### config.mk
export PLATFORM = sky130hd
export DESIGN_NAME = vcdma_top
export DESIGN_NICKNAME = d
export VERILOG_FILES = /design/src/vcdma_pkg.sv /design/src/vcdma_fifo.sv /design/src/vcdma_top.sv
export SDC_FILE = /design/constraint.sdc
export NUM_CORES = 2
export LEC_CHECK = 0
export BUFFER_PORTS_ARGS = -buffer_cell sky130_fd_sc_hd__buf_2
export CORE_MARGIN = 5
export CORE_UTILIZATION = 60
export CTS_CLUSTER_SIZE = 40
export DETAILED_ROUTE_END_ITERATION = 12
export PLACE_DENSITY = 0.85
export SYNTH_ARGS = -nofsm -noshare
export SYNTH_HDL_FRONTEND = slang
export SYNTH_SLANG_ARGS = --single-unit
### constraint.sdc
create_clock -name i_clk -period 9.35 [get_ports i_clk]
set_input_delay 0.4675 -clock i_clk [delete_from_list [all_inputs] [get_ports i_clk]]
set_output_delay 0.4675 -clock i_clk [all_outputs]
set_load 0.005 [all_outputs]
### src/vcdma_pkg.sv
// Package of constants for the video capture line burst DMA.
// Assumes a byte-addressed memory and 32-bit capture words.
package vcdma_pkg;
  // Data path widths.
  localparam int DATA_W = 32;
  localparam int WORD_BYTES = 4;
  localparam int ADDR_W = 32;
  localparam int LINE_CNT_W = 12;
  localparam int WORD_CNT_W = 12;
  // Segment size of one full memory burst.
  localparam int SEG_BYTES = 128;
  localparam int SEG_WORDS = SEG_BYTES / WORD_BYTES;
  localparam int SEG_CNT_W = $clog2(SEG_WORDS);
  localparam int LEN_W = $clog2(SEG_BYTES) + 1;
  // Leftover count registers reset to zero.
  localparam logic [LEN_W-1:0] REM_RESET = 8'h00;
  // Components handled by the low capture port.
  localparam int NUM_COMP = 2;
  localparam logic COMP_LUMA = 1'b0;
  localparam logic COMP_CHROMA = 1'b1;
  // Buffer shape.
  localparam int FIFO_DEPTH = 16;
  // Field layout of one buffered word: {sof, eol, comp, data}.
  localparam int FW_DATA_LSB = 0;
  localparam int FW_COMP = DATA_W;
  localparam int FW_EOL = DATA_W + 1;
  localparam int FW_SOF = DATA_W + 2;
  localparam int FW_W = DATA_W + 3;
endpackage : vcdma_pkg

### src/vcdma_fifo.sv
// Synchronous FIFO with valid and ready on both sides.
// Assumes one clock and a synchronous active-high reset.
module vcdma_fifo #(
  parameter int WIDTH = 35,
  parameter int DEPTH = 16
) (
  // Clock and reset.
  input wire logic i_clk,
  input wire logic i_reset,
  // Filling side.
  input wire logic i_in_valid,
  input wire logic [WIDTH-1:0] i_in_data,
  output logic o_in_ready,
  // Draining side.
  output logic o_out_valid,
  output logic [WIDTH-1:0] o_out_data,
  input wire logic i_out_ready
);
  localparam int PTR_W = $clog2(DEPTH);
  localparam logic [PTR_W:0] DEPTH_CNT = (PTR_W + 1)'(DEPTH);
  localparam logic [PTR_W-1:0] LAST_PTR = PTR_W'(DEPTH - 1);

  logic [WIDTH-1:0] mem [DEPTH];
  logic [PTR_W-1:0] wr_ptr_reg, wr_ptr_next, rd_ptr_reg, rd_ptr_next;
  logic [PTR_W:0] count_reg, count_next;
  logic ready_reg, ready_next;
  logic push, pop;

  // Pointer advance wraps at the configured depth.
  function automatic logic [PTR_W-1:0] ptr_inc(input logic [PTR_W-1:0] p);
    ptr_inc = (p == LAST_PTR) ? '0 : p + 1'b1;
  endfunction

  assign push = i_in_valid && ready_reg;
  assign pop = (count_reg != '0) && i_out_ready;
  assign o_in_ready = ready_reg;
  assign o_out_valid = (count_reg != '0);
  assign o_out_data = mem[rd_ptr_reg];

  // Next pointers, fill level and registered ready.
  always_comb begin
    wr_ptr_next = push ? ptr_inc(wr_ptr_reg) : wr_ptr_reg;
    rd_ptr_next = pop ? ptr_inc(rd_ptr_reg) : rd_ptr_reg;
    count_next = count_reg;
    if (push && !pop) begin
      count_next = count_reg + 1'b1;
    end else if (pop && !push) begin
      count_next = count_reg - 1'b1;
    end
    ready_next = (count_next != DEPTH_CNT);
  end

  // State registers and storage.
  always_ff @(posedge i_clk) begin
    if (i_reset) begin
      wr_ptr_reg <= '0;
      rd_ptr_reg <= '0;
      count_reg <= '0;
      ready_reg <= 1'b0;
    end else begin
      wr_ptr_reg <= wr_ptr_next;
      rd_ptr_reg <= rd_ptr_next;
      count_reg <= count_next;
      ready_reg <= ready_next;
    end
    if (push) begin
      mem[wr_ptr_reg] <= i_in_data;
    end
  end
endmodule // vcdma_fifo

### src/vcdma_top.sv
// Write side of the video capture DMA: limits, chroma line drop, buffer, burst cutter.
// Assumes the capture port and configuration share i_clk; configuration is held stable while capturing.
module vcdma_top (
  // Clock and reset.
  input wire logic i_clk,
  input wire logic i_reset,
  // Configuration and client abort.
  input wire logic i_abort,
  input wire logic i_cfg_chroma_420,
  input wire logic [vcdma_pkg::ADDR_W-1:0] i_cfg_base_luma,
  input wire logic [vcdma_pkg::ADDR_W-1:0] i_cfg_base_chroma,
  input wire logic [vcdma_pkg::ADDR_W-1:0] i_cfg_stride,
  input wire logic [vcdma_pkg::LINE_CNT_W-1:0] i_cfg_max_lines,
  input wire logic [vcdma_pkg::WORD_CNT_W-1:0] i_cfg_max_words,
  // Capture stream from the video input port.
  input wire logic i_cap_valid,
  input wire logic [vcdma_pkg::DATA_W-1:0] i_cap_data,
  input wire logic i_cap_comp,
  input wire logic i_cap_sof,
  input wire logic i_cap_eol,
  output logic o_cap_ready,
  // Memory write stream.
  output logic o_wr_valid,
  output logic [vcdma_pkg::DATA_W-1:0] o_wr_data,
  output logic [vcdma_pkg::ADDR_W-1:0] o_wr_addr,
  output logic [vcdma_pkg::LEN_W-1:0] o_wr_len,
  output logic o_wr_last,
  input wire logic i_wr_ready
);
  localparam int NC = vcdma_pkg::NUM_COMP;
  localparam logic [vcdma_pkg::SEG_CNT_W-1:0] SEG_LAST = vcdma_pkg::SEG_CNT_W'(vcdma_pkg::SEG_WORDS - 1);
  localparam logic [vcdma_pkg::ADDR_W-1:0] SEG_STEP = vcdma_pkg::ADDR_W'(vcdma_pkg::SEG_BYTES);

  // Front-end line and word counters, one set per component.
  logic [vcdma_pkg::LINE_CNT_W-1:0] in_line_reg [NC], in_line_next [NC];
  logic [vcdma_pkg::WORD_CNT_W-1:0] in_word_reg [NC], in_word_next [NC];
  logic [vcdma_pkg::LINE_CNT_W-1:0] cur_line;
  logic [vcdma_pkg::WORD_CNT_W-1:0] cur_word;
  logic cap_fire, keep, force_eol;
  logic [vcdma_pkg::FW_W-1:0] fifo_in;
  logic f_valid, f_pop;
  logic [vcdma_pkg::FW_W-1:0] f_data;

  // Back-end burst state, one set per component.
  logic [vcdma_pkg::ADDR_W-1:0] line_base_reg [NC], line_base_next [NC];
  logic [vcdma_pkg::ADDR_W-1:0] burst_addr_reg [NC], burst_addr_next [NC];
  logic [vcdma_pkg::SEG_CNT_W-1:0] seg_cnt_reg [NC], seg_cnt_next [NC];
  logic ping_reg [NC], ping_next [NC];
  logic [vcdma_pkg::LEN_W-1:0] rem_reg [NC][2], rem_next [NC][2];

  // Output register.
  logic wr_valid_reg, wr_valid_next, wr_last_reg, wr_last_next;
  logic [vcdma_pkg::DATA_W-1:0] wr_data_reg, wr_data_next;
  logic [vcdma_pkg::ADDR_W-1:0] wr_addr_reg, wr_addr_next;
  logic [vcdma_pkg::LEN_W-1:0] wr_len_reg, wr_len_next;

  // Popped word fields.
  logic p_comp, p_sof, p_eol;
  logic [vcdma_pkg::ADDR_W-1:0] p_base, p_addr;
  logic [vcdma_pkg::SEG_CNT_W-1:0] p_seg;

  // Byte count of a burst holding words 0..idx.
  function automatic logic [vcdma_pkg::LEN_W-1:0] seg_bytes(input logic [vcdma_pkg::SEG_CNT_W-1:0] idx);
    seg_bytes = vcdma_pkg::LEN_W'((idx + 1'b1) * vcdma_pkg::WORD_BYTES);
  endfunction

  // Configured start address of a component's frame.
  function automatic logic [vcdma_pkg::ADDR_W-1:0] comp_base(input logic comp);
    comp_base = (comp == vcdma_pkg::COMP_CHROMA) ? i_cfg_base_chroma : i_cfg_base_luma;
  endfunction

  // Front end: a start of frame restarts the counters of its component.
  assign cap_fire = i_cap_valid && o_cap_ready;
  assign cur_line = i_cap_sof ? '0 : in_line_reg[i_cap_comp];
  assign cur_word = i_cap_sof ? '0 : in_word_reg[i_cap_comp];

  // Limits and chroma line drop decide which words enter the buffer.
  always_comb begin
    keep = (cur_line < i_cfg_max_lines) && (cur_word < i_cfg_max_words);
    if (i_cap_comp == vcdma_pkg::COMP_CHROMA && i_cfg_chroma_420 && cur_line[0]) begin
      keep = 1'b0;
    end
    force_eol = (cur_word == i_cfg_max_words - 1'b1);
    fifo_in = '0;
    fifo_in[vcdma_pkg::FW_DATA_LSB +: vcdma_pkg::DATA_W] = i_cap_data;
    fifo_in[vcdma_pkg::FW_COMP] = i_cap_comp;
    fifo_in[vcdma_pkg::FW_EOL] = i_cap_eol || force_eol;
    fifo_in[vcdma_pkg::FW_SOF] = i_cap_sof;
    for (int c = 0; c < NC; c++) begin
      in_line_next[c] = in_line_reg[c];
      in_word_next[c] = in_word_reg[c];
    end
    if (cap_fire) begin
      in_line_next[i_cap_comp] = i_cap_eol ? cur_line + 1'b1 : cur_line;
      in_word_next[i_cap_comp] = i_cap_eol ? '0 : cur_word + 1'b1;
    end
    if (i_abort) begin
      for (int c = 0; c < NC; c++) begin
        in_line_next[c] = '0;
        in_word_next[c] = '0;
      end
    end
  end

  // Front-end counter registers.
  always_ff @(posedge i_clk) begin
    for (int c = 0; c < NC; c++) begin
      if (i_reset) begin
        in_line_reg[c] <= '0;
        in_word_reg[c] <= '0;
      end else begin
        in_line_reg[c] <= in_line_next[c];
        in_word_reg[c] <= in_word_next[c];
      end
    end
  end

  // The buffer between capture and memory; its ready throttles the capture port.
  vcdma_fifo #(
    .WIDTH(vcdma_pkg::FW_W),
    .DEPTH(vcdma_pkg::FIFO_DEPTH)
  ) u_fifo (
    .i_clk(i_clk),
    .i_reset(i_reset || i_abort),
    .i_in_valid(i_cap_valid && keep),
    .i_in_data(fifo_in),
    .o_in_ready(o_cap_ready),
    .o_out_valid(f_valid),
    .o_out_data(f_data),
    .i_out_ready(f_pop)
  );

  // Back end pops a word whenever the output register is free or draining and i_abort is low.
  assign f_pop = f_valid && (!wr_valid_reg || i_wr_ready) && !i_abort;
  assign p_comp = f_data[vcdma_pkg::FW_COMP];
  assign p_sof = f_data[vcdma_pkg::FW_SOF];
  assign p_eol = f_data[vcdma_pkg::FW_EOL];
  assign p_base = p_sof ? comp_base(p_comp) : line_base_reg[p_comp];
  assign p_addr = p_sof ? comp_base(p_comp) : burst_addr_reg[p_comp];
  assign p_seg = p_sof ? '0 : seg_cnt_reg[p_comp];

  // Burst cutting, leftover bookkeeping and address walk.
  always_comb begin
    for (int c = 0; c < NC; c++) begin
      line_base_next[c] = line_base_reg[c];
      burst_addr_next[c] = burst_addr_reg[c];
      seg_cnt_next[c] = seg_cnt_reg[c];
      ping_next[c] = ping_reg[c];
      rem_next[c][0] = rem_reg[c][0];
      rem_next[c][1] = rem_reg[c][1];
    end
    wr_valid_next = wr_valid_reg && !i_wr_ready;
    wr_data_next = wr_data_reg;
    wr_addr_next = wr_addr_reg;
    wr_len_next = wr_len_reg;
    wr_last_next = wr_last_reg;
    if (f_pop) begin
      wr_valid_next = 1'b1;
      wr_data_next = f_data[vcdma_pkg::FW_DATA_LSB +: vcdma_pkg::DATA_W];
      wr_addr_next = p_addr;
      wr_last_next = p_eol || (p_seg == SEG_LAST);
      wr_len_next = vcdma_pkg::LEN_W'(vcdma_pkg::SEG_BYTES);
      line_base_next[p_comp] = p_base;
      burst_addr_next[p_comp] = p_addr;
      seg_cnt_next[p_comp] = p_seg + 1'b1;
      if (p_seg == SEG_LAST && !p_eol) begin
        burst_addr_next[p_comp] = p_addr + SEG_STEP;
        seg_cnt_next[p_comp] = '0;
      end
      if (p_eol) begin
        // Leftover is taken from this very line, so stale or reset values never reach the bus.
        rem_next[p_comp][ping_reg[p_comp]] = seg_bytes(p_seg);
        wr_len_next = seg_bytes(p_seg);
        ping_next[p_comp] = !ping_reg[p_comp];
        line_base_next[p_comp] = p_base + i_cfg_stride;
        burst_addr_next[p_comp] = p_base + i_cfg_stride;
        seg_cnt_next[p_comp] = '0;
      end
    end
    if (i_abort) begin
      wr_valid_next = 1'b0;
      for (int c = 0; c < NC; c++) begin
        line_base_next[c] = comp_base(c[0]);
        burst_addr_next[c] = comp_base(c[0]);
        seg_cnt_next[c] = '0;
        ping_next[c] = 1'b0;
        rem_next[c][0] = vcdma_pkg::REM_RESET;
        rem_next[c][1] = vcdma_pkg::REM_RESET;
      end
    end
  end

  // Back-end registers.
  always_ff @(posedge i_clk) begin
    if (i_reset) begin
      wr_valid_reg <= 1'b0;
      wr_data_reg <= '0;
      wr_addr_reg <= '0;
      wr_len_reg <= '0;
      wr_last_reg <= 1'b0;
    end else begin
      wr_valid_reg <= wr_valid_next;
      wr_data_reg <= wr_data_next;
      wr_addr_reg <= wr_addr_next;
      wr_len_reg <= wr_len_next;
      wr_last_reg <= wr_last_next;
    end
    for (int c = 0; c < NC; c++) begin
      if (i_reset) begin
        line_base_reg[c] <= '0;
        burst_addr_reg[c] <= '0;
        seg_cnt_reg[c] <= '0;
        ping_reg[c] <= 1'b0;
        rem_reg[c][0] <= vcdma_pkg::REM_RESET;
        rem_reg[c][1] <= vcdma_pkg::REM_RESET;
      end else begin
        line_base_reg[c] <= line_base_next[c];
        burst_addr_reg[c] <= burst_addr_next[c];
        seg_cnt_reg[c] <= seg_cnt_next[c];
        ping_reg[c] <= ping_next[c];
        rem_reg[c][0] <= rem_next[c][0];
        rem_reg[c][1] <= rem_next[c][1];
      end
    end
  end

  // Memory stream outputs come straight from the output register.
  assign o_wr_valid = wr_valid_reg;
  assign o_wr_data = wr_data_reg;
  assign o_wr_addr = wr_addr_reg;
  assign o_wr_len = wr_len_reg;
  assign o_wr_last = wr_last_reg;
endmodule // vcdma_top

==> qor.yml <==
run_status: "completed"
p_int_uw: 6320
syn_area_per_cell_um2: 12.1
post-route-period-util_pct: 73.1
slowest_delay_ns: 1.01
syn_to_final_growth_pct: 12.6
synth_ff_type: "edfxtp_1"
via_per_inst: 6.67
yosys_warnings: 0
htree_levels: 3
die_x_um: 264
largest_register_ffs: 560
regToRegSetupSlack_ns: 2.51
synth-async-reset-ratio_pct: 0
skew_ns: 0.0405
dp_slack_ns: 2.59
io_buffers: 233
timing.hold.ws_ns: 0.0674
instances_no_fill: 4283
worst_pin_slew_ns: 1.40
cts_sinks: 836
ys_types: 92
p_sw_share_pct: 24.8
clockPowerShare_pct: 42.4
core_um2: 64200
r2r_cells: 19
vias: 28562
power_frac_seq_pct: 48.2
cts_hold_buffers: 0
place_congestion: 0.952
grt-ovfl-total: 0
netlist_area_um2: 38800
wl_per_cell_um: 26.3
p_sw_uw: 2080
yosys.area.top_type: "edfxtp_1"
cp_cell_sequence: "mux4_2 -> o22a_1 -> a21boi_4 -> buf_4 -> mux2i_1 -> a21oi_1 -> ha_1 -> inv_1 -> fa_1 -> nor2b_1 -> o31a_1 -> o21ai_0 -> a21oi_1 -> o211ai_1 -> a21oi_1 -> o21a_1 -> o311ai_0 -> a311o_1 -> a21oi_1"
layout_min_cycle_time_ns: 6.84
relSlewSlack_pct: 6.40
grt_pass1_wl_um: 169000
initial_core_util_pct: 60.3
num_io_pins: 236
path_buf_inv: 2
hp-start: "i_cfg_base_chroma[26]"
synthTopCellsByCount: "560 x edfxtp_1, 396 x nand2_1, 290 x a21oi_1"
fmax_mhz: 146
met1_usage_pct: 40.4
drtIter0Drc: 3841
rsz0062_at_grt: "false"
antenna_found_initial: 12
drv_slew: 0
setup_ws_ns: 2.51
first_global_vias: 27786
routed_wl_um: 113000
dr.pass1.iters: 6
gr-usage-met2_pct: 52.6
cts_setup_buffers: 0
nets: 3578
worstPathArrival_ns: 7.33
row_count: 93
yosysSeqAreaShare_pct: 57.7
syn_inst: 3194
p_leak_uw: 0.0149
required_ns: 9.84
clk_pin_slew_ns: 0.06
grt_usage_pct: 31.2
cts.path.max_buffers: 3
grt_max_degree: 125
p_per_area_nw_per_um2: 192
dp_hpwl_um: 65500
whs_path_depth: 3
min_delay_worst_endpoint: "line_base_reg[1][26]$_SDFFE_PP0P_"
finalHoldViolCount: 0
finish.utilization_pct: 67.9
fp.dieH_um: 264
cts_tree: "done"
synth_top_area_share_pct: 43.4
crit_fanout: 43
worstSetupEndpointType: "flop"
crit_top_cell: "a21oi_1"
critPathKind: "reg -> reg"
final.setup.tns_ns: 0
drc_errors: 0
top_usage_layer: "met2"
cap_violations: 0
ys_top_cells_by_area: "edfxtp_1 43%, dfxtp_1 14%, mux4_2 10%"
cts_resized: 0
yosysMostFrequentCell: "edfxtp_1"
crit_family: "compound AO/OA/AOI/OAI gates"
placedCellCount: 4117
clkLatencyLatePin_ns: 0.65
p_comb_share_pct: 9.5
drive_gt1_share_pct: 19.5
setup_viol_count_final: 0
reg2reg_to: "line_base_reg[0][28]$_SDFFE_PP0P_"
dieArea_um2: 69800
peakVddDrop_v: 0.000168
cts-root-buf: "clkbuf_16"
min_path_type: "in -> reg"
synth_edf_count: 560
critPathSlowestCell: "dfxtp_4"
worst_setup_path_start_kind: "flop"
cts_made_buffers: 83
ant_nets: 0
met3_usage_pct: 5.92
ys_ff_latch: 836
worst reg2reg max path: stages, from the launching register on:
cell and delay (ns):
dfxtp_4 1.01, mux4_2 0.62, o22a_1 0.82, a21boi_4 0.32, buf_4 0.43, mux2i_1 0.32, a21oi_1 0.13, ha_1 0.27
inv_1 0.09, fa_1 0.19, nor2b_1 0.07, o31a_1 0.29, o21ai_0 0.25, a21oi_1 0.19, o211ai_1 0.37, a21oi_1 0.12
o21a_1 0.18, o311ai_0 0.68, a311o_1 0.30, a21oi_1 0.07
cells by family after synthesis:
logic type,synth area share (%)
AOI/OAI and AO/OA,12.4
xor gates and xnor gates,1.94
adders and majority gates,2.31
buffers and inverters,2.99
DFF,57.7
muxes,12.2
other,0.00968
and+or+nand+nor,10.5
per-stage QoR:
stage                     cell area (µm²)  total power (µW)
after global placement              40700              4870
after global routing                43600              8650
after floorplan                     38800              4630
final                               43600              8400
after CTS                           43600              8400
after detailed placement            40700              4890
power groups by stage:
stage               combinational [µW]  sequential, µW  clock (µW)
CTS                                779            4040        3580
finish                             795            4040        3560
detailed placement                 768            4120           0
global route                       863            4050        3740
floorplan                          521            4110           0
global placement                   754            4120           0
how the worst max path moves through the flow:
stage	from	end	slack [ns]	cells past startpoint
3_5_place_dp	flop	burst_addr_reg[0][30]$_SDFFE_PP0P_	2.59	20
5_1_grt	flop	burst_addr_reg[0][30]$_SDFFE_PP0P_	1.83	20
6_report	flop	line_base_reg[0][28]$_SDFFE_PP0P_	2.51	19
2_1_floorplan	i_cap_comp	u_fifo.mem[3][0]$_DFFE_PP_	2.66	15
4_1_cts	flop	burst_addr_reg[0][30]$_SDFFE_PP0P_	2.59	20
3_3_place_gp	flop	burst_addr_reg[0][30]$_SDFFE_PP0P_	2.74	20
per-layer routing:
layer | wire [µm] | vias up
li1 | - | 12335
met1 | 40700 | 13916
met2 | 55600 | 1956
met3 | 11400 | 349
met4 | 4940 | 6
met5 | 43 | -
layout make-up:
cell class	count	area, µm²
Tap cell	855	1070
Sequential cell	836	22400
Clock buffer	107	2310
Clock inverter	48	594
Inverter	77	289
Timing Repair Buffer	280	1550
Fill cell	4433	20600
Multi-Input combinational cell	2069	15400
Antenna cell	11	27.5
placed cells by master, fill, tap and decap left out, types with 42 or more instances in the layout:
master and instances:
mux4_2 173, ha_1 69, a211oi_1 62, xnor2_1 61
inv_1 77, a21oi_1 290, o211ai_1 42, buf_2 231
edfxtp_1 560, mux2i_1 74, clkbuf_16 85, o21ai_0 81
nor2_1 268, nand3_1 54, buf_4 46, nand2_1 396
dfxtp_1 272
Note: power is estimated with default switching activity, not from simulation.
